<file path="config.mk">
export PLATFORM = sky130hd
export DESIGN_NAME = rsp_rtc_status
export DESIGN_NICKNAME = d
export VERILOG_FILES = /design/src/core/rsp_rtc_status.v /design/src/core/rsp_prescaler.v
export VERILOG_INCLUDE_DIRS = /design/src /design/src/core
export SDC_FILE = /design/constraint.sdc
export NUM_CORES = 1
export LEC_CHECK = 0
export BUFFER_PORTS_ARGS = -buffer_cell sky130_fd_sc_hd__buf_2
export CAP_MARGIN = 25
export CELL_PAD_IN_SITES_DETAIL_PLACEMENT = 1
export CELL_PAD_IN_SITES_GLOBAL_PLACEMENT = 2
export CORE_MARGIN = 10
export CORE_UTILIZATION = 34
export DETAILED_ROUTE_END_ITERATION = 7
export GPL_TIMING_DRIVEN = 0
export PLACE_DENSITY = 0.87
export SLEW_MARGIN = 20
export SYNTH_ARGS = -nofsm -noshare
export SYNTH_HDL_FRONTEND = slang
export SYNTH_SLANG_ARGS = --single-unit
</file>
<file path="constraint.sdc">
create_clock -name clk -period 5.2 [get_ports clk]
set_input_delay 0.26 -clock clk [delete_from_list [all_inputs] [get_ports clk]]
set_output_delay 0.26 -clock clk [all_outputs]
set_load 0.05 [all_outputs]
</file>
<file path="src/core/rsp_map.vh">
// register map, field positions and reset values of the rtc status block
`ifndef RSP_MAP_VH
`define RSP_MAP_VH

// byte offsets on the register bus
`define RSP_OFS_TIME        8'h00
`define RSP_OFS_DATE        8'h04
`define RSP_OFS_STAT        8'h0c
`define RSP_OFS_PSC         8'h10

// status register bit positions
`define RSP_BIT_CALIB       16
`define RSP_BIT_TAMP_B      14
`define RSP_BIT_TAMP_A      13
`define RSP_BIT_OVF         12
`define RSP_BIT_STAMP       11
`define RSP_BIT_ALARM       8
`define RSP_BIT_INITREQ     7
`define RSP_BIT_INITST      6
`define RSP_BIT_SYNC        5
`define RSP_BIT_YEAR        4
`define RSP_BIT_SHIFT       3
`define RSP_BIT_AWF         0

// reserved bits 2:1 read as one, matching the backup reset value
`define RSP_STAT_RSVD_ONES  2'b11

// reset values
`define RSP_STAT_RESET      32'h00000007
`define RSP_PSC_RESET       32'h007f00ff

// divider factor fields
`define RSP_FA_HI           22
`define RSP_FA_LO           16
`define RSP_FS_HI           14
`define RSP_FS_LO           0
`define RSP_PSC_MASK        32'h007f7fff

// year field of the live date word
`define RSP_YEAR_HI         23
`define RSP_YEAR_LO         16

// bus answer codes and full-word strobe
`define RSP_RESP_OKAY       2'b00
`define RSP_RESP_SLVERR     2'b10
`define RSP_STRB_FULL       4'hf

`endif

</file>
<file path="src/core/rsp_rtc_status.v">
// rtc status flags, shadow sync, init handshake and prescaler register
//
// Notes on behaviour
// - calib write outside init raises pending flag
// - each tamper input sets own sticky flag
// - stamp while stamp flag set sets overflow
// - each stamp event sets sticky stamp flag
// - alarm match sets flag, cleared writing zero
// - init request bit stops calendar counter
// - init state flag gates calendar, prescaler writes
// - every two rtc clocks copy shadow, set sync
// - init, shift, bypass or zero-write clear sync
// - nonzero year field sets year mark
// - shift pending flag mirrors pending shift
// - alarm writable flag once alarm enable cleared
// - system reset clears only init and sync bits
// - status protected except bits 14:8
// - prescaler writes need unlock and init state
// - async stage divides rtc by factor plus one
// - sync stage divides by factor plus one
// - backup reset loads prescaler default value
// - bypass makes calendar reads return live values
//
// The implementer's own choice: the AXI4-Lite interface to the registers.
`timescale 1ns/1ns
`include "rsp_map.vh"
module rsp_rtc_status (
  // clock and resets
  input  wire        clk,
  input  wire        reset,
  input  wire        bkp_reset,
  // axi4-lite write address
  input  wire [7:0]  s_axi_awaddr,
  input  wire        s_axi_awvalid,
  output wire        s_axi_awready,
  // axi4-lite write data
  input  wire [31:0] s_axi_wdata,
  input  wire [3:0]  s_axi_wstrb,
  input  wire        s_axi_wvalid,
  output wire        s_axi_wready,
  // axi4-lite write response
  output reg  [1:0]  s_axi_bresp,
  output reg         s_axi_bvalid,
  input  wire        s_axi_bready,
  // axi4-lite read address
  input  wire [7:0]  s_axi_araddr,
  input  wire        s_axi_arvalid,
  output wire        s_axi_arready,
  // axi4-lite read data
  output reg  [31:0] s_axi_rdata,
  output reg  [1:0]  s_axi_rresp,
  output reg         s_axi_rvalid,
  input  wire        s_axi_rready,
  // rtc clock, sampled as a level
  input  wire        rtc_source_clock,
  // control levels from the rest of the rtc
  input  wire        write_unlocked,
  input  wire        shadow_bypass,
  input  wire        alarm_enable,
  input  wire        shift_pending,
  // event pulses from the rtc core
  input  wire        stamp_event,
  input  wire        tamper_a_detect,
  input  wire        tamper_b_detect,
  input  wire        alarm_match,
  input  wire        smooth_calib_reg_wr,
  input  wire        calib_applied,
  // live calendar words
  input  wire [31:0] live_time,
  input  wire [31:0] live_date,
  // outputs to the calendar core
  output wire        counters_halt,
  output wire        calendar_write_ok,
  output wire        async_divided_clock,
  output wire        second_tick_clock
);

  // next value of a sticky flag; a set always beats a clear
  function flag_next;
    input cur;
    input set;
    input clr;
    begin
      flag_next = set | (cur & ~clr);
    end
  endfunction

  // true when the offset names one of our registers
  function is_mapped;
    input [7:0] a;
    begin
      is_mapped = (a == `RSP_OFS_TIME) || (a == `RSP_OFS_DATE) ||
                  (a == `RSP_OFS_STAT) || (a == `RSP_OFS_PSC);
    end
  endfunction

  // ---------------- bus write side ----------------
  reg        aw_held_reg;     // write address taken, waiting for data
  reg [7:0]  aw_addr_reg;     // captured write address
  reg        w_held_reg;      // write data taken, waiting for address
  reg [31:0] w_data_reg;      // captured write data
  reg [3:0]  w_strb_reg;      // captured byte strobes

  // each channel is accepted once, in either order
  assign s_axi_awready = ~aw_held_reg & ~s_axi_bvalid;
  assign s_axi_wready  = ~w_held_reg & ~s_axi_bvalid;

  // one cycle in which the whole write is carried out
  wire wr_fire = aw_held_reg & w_held_reg & ~s_axi_bvalid;
  // partial words are refused; software must use full words
  wire wr_full = (w_strb_reg == `RSP_STRB_FULL);
  wire wr_stat = wr_fire & wr_full & (aw_addr_reg == `RSP_OFS_STAT);
  wire wr_psc  = wr_fire & wr_full & (aw_addr_reg == `RSP_OFS_PSC);
  // protected status fields need the unlock
  wire wr_stat_prot = wr_stat & write_unlocked;

  // write channel capture and response
  always @(posedge clk) begin
    if (reset || bkp_reset) begin
      aw_held_reg  <= 1'b0;
      aw_addr_reg  <= 8'h00;
      w_held_reg   <= 1'b0;
      w_data_reg   <= 32'h00000000;
      w_strb_reg   <= 4'h0;
      s_axi_bvalid <= 1'b0;
      s_axi_bresp  <= `RSP_RESP_OKAY;
    end else begin
      if (s_axi_awvalid && s_axi_awready) begin
        aw_held_reg <= 1'b1;
        aw_addr_reg <= s_axi_awaddr;
      end
      if (s_axi_wvalid && s_axi_wready) begin
        w_held_reg <= 1'b1;
        w_data_reg <= s_axi_wdata;
        w_strb_reg <= s_axi_wstrb;
      end
      if (wr_fire) begin
        aw_held_reg  <= 1'b0;
        w_held_reg   <= 1'b0;
        s_axi_bvalid <= 1'b1;
        // unmapped or partial word gets an error and no effect
        if (is_mapped(aw_addr_reg) && wr_full) begin
          s_axi_bresp <= `RSP_RESP_OKAY;
        end else begin
          s_axi_bresp <= `RSP_RESP_SLVERR;
        end
      end else if (s_axi_bvalid && s_axi_bready) begin
        s_axi_bvalid <= 1'b0;
      end
    end
  end

  // ---------------- rtc clock edge ----------------
  reg  rtc_prev_reg;          // last sampled rtc level
  wire rtc_tick = rtc_source_clock & ~rtc_prev_reg;

  // edge detect on the rtc level input
  always @(posedge clk) begin
    if (reset || bkp_reset) begin
      rtc_prev_reg <= 1'b0;
    end else begin
      rtc_prev_reg <= rtc_source_clock;
    end
  end

  // ---------------- status flags ----------------
  reg calib_pending_flag_reg;   // smooth calibration pending
  reg tamper_b_flag_reg;        // second tamper input seen
  reg tamper_a_flag_reg;        // first tamper input seen
  reg stamp_overflow_flag_reg;  // stamp while stamp flag still set
  reg stamp_flag_reg;           // time stamp seen
  reg alarm_hit_flag_reg;       // alarm matched
  reg init_request_reg;         // software asks for init mode
  reg init_state_flag_reg;      // init mode reached
  reg shadow_sync_flag_reg;     // shadows hold a fresh copy
  reg alarm_writable_flag_reg;  // alarm registers may be written
  reg sync_phase_reg;           // counts rtc edges between copies
  reg [31:0] shadow_time_reg;   // shadow copy of time
  reg [31:0] shadow_date_reg;   // shadow copy of date

  // helper terms for clear-on-zero writes; a one leaves the flag
  wire clr_tamp_b = wr_stat & ~w_data_reg[`RSP_BIT_TAMP_B];
  wire clr_tamp_a = wr_stat & ~w_data_reg[`RSP_BIT_TAMP_A];
  wire clr_ovf    = wr_stat & ~w_data_reg[`RSP_BIT_OVF];
  wire clr_stamp  = wr_stat & ~w_data_reg[`RSP_BIT_STAMP];
  wire clr_alarm  = wr_stat & ~w_data_reg[`RSP_BIT_ALARM];
  wire clr_sync   = wr_stat_prot & ~w_data_reg[`RSP_BIT_SYNC];

  // conditions that keep shadows stale
  wire sync_block = init_request_reg | shift_pending |
                    shadow_bypass;
  // second rtc edge of each pair copies the calendar
  wire sync_copy  = rtc_tick & sync_phase_reg & ~sync_block;

  // year mark straight from the live date
  wire year_set_mark =
    |live_date[`RSP_YEAR_HI:`RSP_YEAR_LO];

  // event flags only see the backup reset
  always @(posedge clk) begin
    if (bkp_reset) begin
      calib_pending_flag_reg  <= 1'b0;
      tamper_b_flag_reg       <= 1'b0;
      tamper_a_flag_reg       <= 1'b0;
      stamp_overflow_flag_reg <= 1'b0;
      stamp_flag_reg          <= 1'b0;
      alarm_hit_flag_reg      <= 1'b0;
      alarm_writable_flag_reg <= 1'b1;
    end else begin
      // a calibration write made in init mode is applied at once
      calib_pending_flag_reg <= flag_next(calib_pending_flag_reg,
        smooth_calib_reg_wr & ~init_state_flag_reg,
        calib_applied);
      tamper_b_flag_reg <= flag_next(tamper_b_flag_reg,
        tamper_b_detect, clr_tamp_b);
      tamper_a_flag_reg <= flag_next(tamper_a_flag_reg,
        tamper_a_detect, clr_tamp_a);
      // the old stamp flag value decides overflow
      stamp_overflow_flag_reg <= flag_next(stamp_overflow_flag_reg,
        stamp_event & stamp_flag_reg, clr_ovf);
      stamp_flag_reg <= flag_next(stamp_flag_reg,
        stamp_event, clr_stamp);
      alarm_hit_flag_reg <= flag_next(alarm_hit_flag_reg,
        alarm_match, clr_alarm);
      // writable one clock after the alarm is disabled
      alarm_writable_flag_reg <= ~alarm_enable;
    end
  end

  // init handshake and sync flag clear on either reset
  always @(posedge clk) begin
    if (reset || bkp_reset) begin
      init_request_reg     <= 1'b0;
      init_state_flag_reg  <= 1'b0;
      shadow_sync_flag_reg <= 1'b0;
      sync_phase_reg       <= 1'b0;
    end else begin
      if (wr_stat_prot) begin
        init_request_reg <= w_data_reg[`RSP_BIT_INITREQ];
      end
      // init state is reached on the next rtc edge, left at once
      if (!init_request_reg) begin
        init_state_flag_reg <= 1'b0;
      end else if (rtc_tick) begin
        init_state_flag_reg <= 1'b1;
      end
      if (rtc_tick) begin
        sync_phase_reg <= ~sync_phase_reg;
      end
      // hardware blocking clears win; a fresh copy beats software
      if (sync_block) begin
        shadow_sync_flag_reg <= 1'b0;
      end else begin
        shadow_sync_flag_reg <= flag_next(shadow_sync_flag_reg,
          sync_copy, clr_sync);
      end
    end
  end

  // shadow copies keep their content over a system reset
  always @(posedge clk) begin
    if (bkp_reset) begin
      shadow_time_reg <= 32'h00000000;
      shadow_date_reg <= 32'h00000000;
    end else if (sync_copy) begin
      shadow_time_reg <= live_time;
      shadow_date_reg <= live_date;
    end
  end

  // ---------------- prescaler register ----------------
  reg [31:0] psc_reg;           // divider factors

  // only the backup reset touches the factors
  always @(posedge clk) begin
    if (bkp_reset) begin
      psc_reg <= `RSP_PSC_RESET;
    end else if (wr_psc && write_unlocked &&
                 init_state_flag_reg) begin
      psc_reg <= w_data_reg & `RSP_PSC_MASK;
    end
  end

  // calendar core stops counting and may be loaded in init
  assign counters_halt     = init_request_reg;
  assign calendar_write_ok = init_state_flag_reg;

  // divider chain, halted in init so it restarts from zero
  rsp_prescaler u_prescaler (
    .clk                 (clk),
    .reset               (reset | bkp_reset),
    .rtc_tick            (rtc_tick),
    .halt                (init_request_reg),
    .factor_a            (psc_reg[`RSP_FA_HI:`RSP_FA_LO]),
    .factor_s            (psc_reg[`RSP_FS_HI:`RSP_FS_LO]),
    .async_divided_clock (async_divided_clock),
    .second_tick_clock   (second_tick_clock)
  );

  // ---------------- read side ----------------
  reg [31:0] stat_word;         // assembled status image
  reg [31:0] rd_word;           // selected read value

  // status image; reserved bits 2:1 read as one, other unused bits stay zero
  always @* begin
    stat_word = 32'h00000000;
    stat_word[`RSP_BIT_CALIB]   = calib_pending_flag_reg;
    stat_word[`RSP_BIT_TAMP_B]  = tamper_b_flag_reg;
    stat_word[`RSP_BIT_TAMP_A]  = tamper_a_flag_reg;
    stat_word[`RSP_BIT_OVF]     = stamp_overflow_flag_reg;
    stat_word[`RSP_BIT_STAMP]   = stamp_flag_reg;
    stat_word[`RSP_BIT_ALARM]   = alarm_hit_flag_reg;
    stat_word[`RSP_BIT_INITREQ] = init_request_reg;
    stat_word[`RSP_BIT_INITST]  = init_state_flag_reg;
    stat_word[`RSP_BIT_SYNC]    = shadow_sync_flag_reg;
    stat_word[`RSP_BIT_YEAR]    = year_set_mark;
    stat_word[`RSP_BIT_SHIFT]   = shift_pending;
    stat_word[2:1]              = `RSP_STAT_RSVD_ONES;
    stat_word[`RSP_BIT_AWF]     = alarm_writable_flag_reg;
  end

  // read mux; bypass shows the live calendar
  always @* begin
    case (s_axi_araddr)
      `RSP_OFS_TIME: begin
        rd_word = shadow_bypass ? live_time : shadow_time_reg;
      end
      `RSP_OFS_DATE: begin
        rd_word = shadow_bypass ? live_date : shadow_date_reg;
      end
      `RSP_OFS_STAT: begin
        rd_word = stat_word;
      end
      `RSP_OFS_PSC: begin
        rd_word = psc_reg;
      end
      default: begin
        rd_word = 32'h00000000;
      end
    endcase
  end

  // one read at a time; address taken only when no data is owed
  assign s_axi_arready = ~s_axi_rvalid;

  // read data registered one cycle after the address
  always @(posedge clk) begin
    if (reset || bkp_reset) begin
      s_axi_rvalid <= 1'b0;
      s_axi_rdata  <= 32'h00000000;
      s_axi_rresp  <= `RSP_RESP_OKAY;
    end else if (s_axi_arvalid && s_axi_arready) begin
      s_axi_rvalid <= 1'b1;
      s_axi_rdata  <= rd_word;
      if (is_mapped(s_axi_araddr)) begin
        s_axi_rresp <= `RSP_RESP_OKAY;
      end else begin
        s_axi_rresp <= `RSP_RESP_SLVERR;
      end
    end else if (s_axi_rvalid && s_axi_rready) begin
      s_axi_rvalid <= 1'b0;
    end
  end

endmodule // rsp_rtc_status

</file>
<file path="src/core/rsp_prescaler.v">
// two-stage rtc prescaler producing the intermediate and second ticks
`timescale 1ns/1ns
module rsp_prescaler (
  // clock and reset
  input  wire        clk,
  input  wire        reset,
  // rtc edge and control
  input  wire        rtc_tick,
  input  wire        halt,
  input  wire [6:0]  factor_a,
  input  wire [14:0] factor_s,
  // divided ticks, one cycle each
  output reg         async_divided_clock,
  output reg         second_tick_clock
);

  reg [6:0]  a_cnt_reg;   // asynchronous stage count
  reg [14:0] s_cnt_reg;   // synchronous stage count

  // a stage wraps after factor+1 input edges
  wire a_wrap = rtc_tick & (a_cnt_reg == factor_a);
  wire s_wrap = a_wrap & (s_cnt_reg == factor_s);

  // counters hold at zero while halted so they restart cleanly
  always @(posedge clk) begin
    if (reset || halt) begin
      a_cnt_reg           <= 7'h00;
      s_cnt_reg           <= 15'h0000;
      async_divided_clock <= 1'b0;
      second_tick_clock   <= 1'b0;
    end else begin
      async_divided_clock <= a_wrap;
      second_tick_clock   <= s_wrap;
      if (a_wrap) begin
        a_cnt_reg <= 7'h00;
      end else if (rtc_tick) begin
        a_cnt_reg <= a_cnt_reg + 7'h01;
      end
      if (s_wrap) begin
        s_cnt_reg <= 15'h0000;
      end else if (a_wrap) begin
        s_cnt_reg <= s_cnt_reg + 15'h0001;
      end
    end
  end

endmodule // rsp_prescaler

</file>
# == Word-level counts from Yosys, hierarchy flattened ==
# Cells that the tools add are included.
# totals
register_bits,197
latchBits,0
mem_bits_rw,0
romBits,0
word_cells,136
memories,0
# op_classes
addsub,2
mul,0
n_div,0
n_lt_le_gt_ge,0
n_eq_ne,9
shifts,0
n_mux,9
bitwise,61
reduce_logical,26
# ops
cell,count
32-bit case mux with 4 select lines,1
32-bit 2-to-1 mux,2
1-bit bitwise AND,28
1-bit inverter,23
8-bit by 3-bit equality test with 1-bit output (second input constant),2
8-bit by 4-bit equality test with 1-bit output (second input constant),2
8-bit by 5-bit equality test with 1-bit output (second input constant),2
8-bit logical NOT,2
15-bit by 1-bit adder with 15-bit output (second input constant),1
15-bit equality test,1
1-bit OR,10
2-bit OR reduction,5
1-bit logical AND,8
1-bit logical OR,8
8-bit OR reduction,1
7-bit by 1-bit adder with 7-bit output (second input constant),1
7-bit equality test,1
4-bit equality test (second input constant),1
1-bit 2-to-1 mux,4
2-bit 2-to-1 mux,2
2-bit nonzero test,2

# == Logic depth before layout (Yosys ltp) ==
# logic_depth
word_depth,9
depth_mapped,8
mapped_depth_nobuf,5

# == By module ==
# From an unflattened synthesis, not the netlist that was laid out.
# unflattened
cells_unflattened,1041
hier_area_um2,8643.3
# modules_own_cells
mod,instances,cells_each,area_each_um2
rsp_rtc_status,1,890,7329.5
rsp_prescaler,1,151,1313.8

# == Worst setup path after synthesis ==
# OpenSTA, ideal clock, no wires.
# synth_timing
path_type,register -> register
start,reg s_axi_bvalid
end,reg w_data_reg[21]
arrival_ps,2195
required_ps,5129
slack_ps,2934
stages_incl_launch_ff,7
path_buffers,2
cell_sequence,dfxtp_1 nor2_1 and2_1 clkbuf_1 clkbuf_1 nand2_1 a21oi_1
# synth_between
elab_chain_len,3
# synth_lines
item,line_no,rtl
from (decl),rsp_rtc_status.v:43,"output reg s_axi_bvalid,"
from (signal assigned),rsp_rtc_status.v:125,s_axi_bvalid <= 1'b0;
from (signal assigned),rsp_rtc_status.v:140,s_axi_bvalid <= 1'b1;
from (signal assigned),rsp_rtc_status.v:148,s_axi_bvalid <= 1'b0;
1-bit inverter,rsp_rtc_status.v:106,assign s_axi_wready = ~w_held_reg & ~s_axi_bvalid;
1-bit bitwise AND,rsp_rtc_status.v:106,
named net s_axi_wready,rsp_rtc_status.v:40,"output wire s_axi_wready,"
1-bit logical AND,rsp_rtc_status.v:132,if (s_axi_wvalid && s_axi_wready) begin
to (signal assigned),rsp_rtc_status.v:134,w_data_reg <= s_axi_wdata;
to (decl),rsp_rtc_status.v:101,reg [31:0] w_data_reg;
# The timed path passes the listed nets, and every way through them passes these cells.
# A chain may end at the register's enable or synchronous reset.

# == Final worst setup path ==
# layout_timing
start,"reg init_request_reg, in the netlist counters_halt"
end,reg shadow_date_reg[2]
# layout_between
elab_chain_len,4
# layout_lines
item,line_no,rtl
from (decl),rsp_rtc_status.v:173,reg init_request_reg;
from (signal assigned),rsp_rtc_status.v:239,init_request_reg <= w_data_reg[`RSP_BIT_INITREQ];
1-bit OR (2 in a row),rsp_rtc_status.v:190,wire sync_block = init_request_reg | shift_pending |
1-bit inverter,rsp_rtc_status.v:193,wire sync_copy = rtc_tick & sync_phase_reg & ~sync_block;
1-bit bitwise AND,rsp_rtc_status.v:193,
to (signal assigned),rsp_rtc_status.v:267,shadow_date_reg <= live_date;
to (decl),rsp_rtc_status.v:179,reg [31:0] shadow_date_reg;
# Every way passes these cells.

==> flow_metrics.tcl <==
set metrics [dict create \
    fill_cells 3052 \
    grt_pass1_vias 8152 \
    leakage_nw 3.92 \
    vias 7794 \
    layout_common_cells "nand2_1, dfxtp_1, buf_2" \
    start_util_pct 34.7 \
    synthArstFlopShare_pct 0 \
    synth_area_per_cell_um2 8.42 \
    nNetsFinal 1330 \
    tightestPinTransition_ps 794 \
    fmax_mhz 408 \
    clk_pin_slew_worst_paths_ps 80 \
    io_pins 180 \
    port_buffers 166 \
    grt_pass1_wl_um 46500 \
    die-area_mm2 0.0316 \
    drt-pass1-iter-count 5 \
    multi_input_area_mm2 0.00423 \
    syn_area_mm2 0.00846 \
    vdd_drop_max_uv 128 \
    seq_area_frac_synth_pct 45.9 \
    drv_cap 0 \
    cts_buffer_depth 2 \
    r2r_start "counters_halt" \
    hold_viol_final 0 \
    gp_congestion 0.845 \
    clk_latency_ps 440 \
    hold_depth 3 \
    status "finished, final reports clean" \
    initialDrtViolationCount 449 \
    core.rowCount 57 \
    clkSinkCount 194 \
    antenna_found_initial 4 \
    drc 0 \
    grt_usage_pct 19.0 \
    cts_root_buf "clkbuf_16" \
    period_share_pct 47.2 \
    fin_area_mm2 0.0103 \
    synth-seq-cells 194 \
    crit_arrival_ps 2820 \
    pre_cts_slack_ps 2820 \
    cp-end-kind "register" \
    tns_ps 0 \
    cts.htree.levels 4 \
    grt_overflow_total 0 \
    ys_warn_count 0 \
    slew_headroom_pct 47.1 \
    reg2reg_to "shadow_date_reg[2]" \
    clock_skew_ps 11.4 \
    wl_per_cell_um 20.0 \
    p_per_area_mw_per_mm2 294 \
    grt_start_max_net_pins 19 \
    drive_gt1_share_pct 19.4 \
    layout_min_cycle_time_ps 2450 \
    hpwl_um 24200 \
    setup_ws_ps 2750 \
    postRouteAntennaNets 0 \
    setup.worst_path.class "register to register" \
    worstSetupStartpointType "register" \
    core_area_mm2 0.0244 \
    die_w_um 178 \
    dr_wl_met3_um 2010 \
    met1_length_um 13700 \
    fp.dieH_um 178 \
    dr_wl_met2_um 14400 \
    drv_slew 0 \
    synth_edf_count 0 \
    min-delay-path-class "primary input to register" \
    dr.max_layer_used "met5" \
    setup_viol 0 \
    fin_util_pct 42.1 \
    synth_cell_types 54 \
    cp.required_ps 5560 \
    wl_um 30600 \
    cts_tree "done" \
    rrSetupSlack_ps 2750 \
    min_to "w_strb_reg[1]" \
    rsz0062_at_grt "false" \
    worstPathMaxFanout 10 \
    seq_area_mm2 0.00388 \
    reg2reg_depth 6 \
    layout_commonest_cell "nand2_1" \
    area_growth_pct 21.4 \
    cts_resized 0 \
    ys.flop_type "dfxtp_1" \
    dpl-instance-area_mm2 0.00970 \
    avgViaCountPerCell 5.09 \
    syn_inst 1005 \
    hp-start "s_axi_wstrb[1]" \
    numCtsBuffers 17 \
]
-- metrics by stage --
stage | hold slack, ps | cells | total power, W
final | 49.9 | 1532 | 0.00302
after CTS | 34.7 | 1529 | 0.00305
after global routing | 45.7 | 1531 | 0.00314
after global placement | 434 | 1496 | 0.00178
after detailed placement | 436 | 1496 | 0.00178
after floorplan | 334 | 1006 | 0.00167
-- report_power, final --
group	internal [W]	switching [W]
clock network	0.000627	0.000645
registers	0.00150	0.0000130
logic	0.0000876	0.000146
-- cell families (layout without fill, tap and decap cells) --
| kind of cell | Yosys count | in the layout | synth area share [%] |
|---|---|---|---|
| compound gates | 228 | 228 | 16.6 |
| xor+xnor | 40 | 40 | 4.14 |
| fa+ha+maj | 2 | 2 | 0.296 |
| buf+inv | 79 | 279 | 4.14 |
| flops | 194 | 194 | 45.9 |
| mux | 72 | 72 | 8.63 |
| other cells | 1 | 4 | 0.0443 |
| simple gates | 389 | 389 | 20.2 |
-- critical path: stages, from the launching register on --
cell      delay, ps
dfxtp_1         440
nor3_1          480
and3_1          230
clkbuf_1        450
clkbuf_1        510
nand2_1         110
a21oi_1         150
-- final cells by class --
class | count | area share [%]
well taps | 324 | 3.94
diodes | 2 | 0.0487
clock inverters | 15 | 1.21
repair buffers | 168 | 8.26
plain buffers | 71 | 3.12
clock buffers | 17 | 4.14
flip-flops and latches | 194 | 37.8
multi-input cells | 733 | 41.2
inverters | 8 | 0.292
-- synth_stat cells (all sizes together) (2+ instances only) --
cell type,n,area share (%)
a211o,16,1.7
a211oi,2,0.18
a21oi,111,6.6
a221oi,8,0.83
a22o,11,1.1
a22oi,20,1.8
and2,4,0.30
and3,5,0.37
and4,2,0.21
buf,19,1.5
clkbuf,52,2.3
dfxtp,194,46
ha,2,0.30
inv,8,0.35
mux2,8,1.1
mux2i,64,7.6
nand2,233,10
nand2b,8,0.59
nand3,11,0.65
nand4,9,0.67
nor2,61,2.7
nor2b,18,1.3
nor3,11,0.65
nor3b,2,0.18
nor4,13,1.0
o21ai,41,2.4
o22ai,10,0.81
o2bb2ai,2,0.21
o31ai,3,0.43
or2,2,0.15
or3,2,0.15
or4,3,0.31
xnor2,24,2.5
xor2,16,1.7
-- per-layer routing --
| metal | track usage [%] | vias to the layer above |
|---|---|---|
| met4 | 5.31 | 4 |
| met5 | 0 | - |
| met3 | 4.99 | 34 |
| met2 | 31.1 | 212 |
| li1 | - | 3842 |
| met1 | 24.2 | 3702 |
-- worst max-delay path by stage --
stage,start,endpoint,slack (ps),cells after the start
floorplan,s_axi_bvalid,w_data_reg[21],2930,6
global placement,s_axi_araddr[7],s_axi_rdata[12],2890,7
detailed placement,s_axi_bvalid,psc_reg[10],2820,8
CTS,s_axi_bvalid,psc_reg[14],2790,8
global route,s_axi_bvalid,psc_reg[11],2600,8
finish,counters_halt,shadow_date_reg[2],2750,6
-- what timing repair did --
action                                  4_1_cts  5_1_grt
buffers inserted                              0        0
hold endpoints to repair                      1        0
endpoints found under the setup margin        0        0
hold buffers                                  1        0
Note: power is estimated with default switching activity, not from simulation.
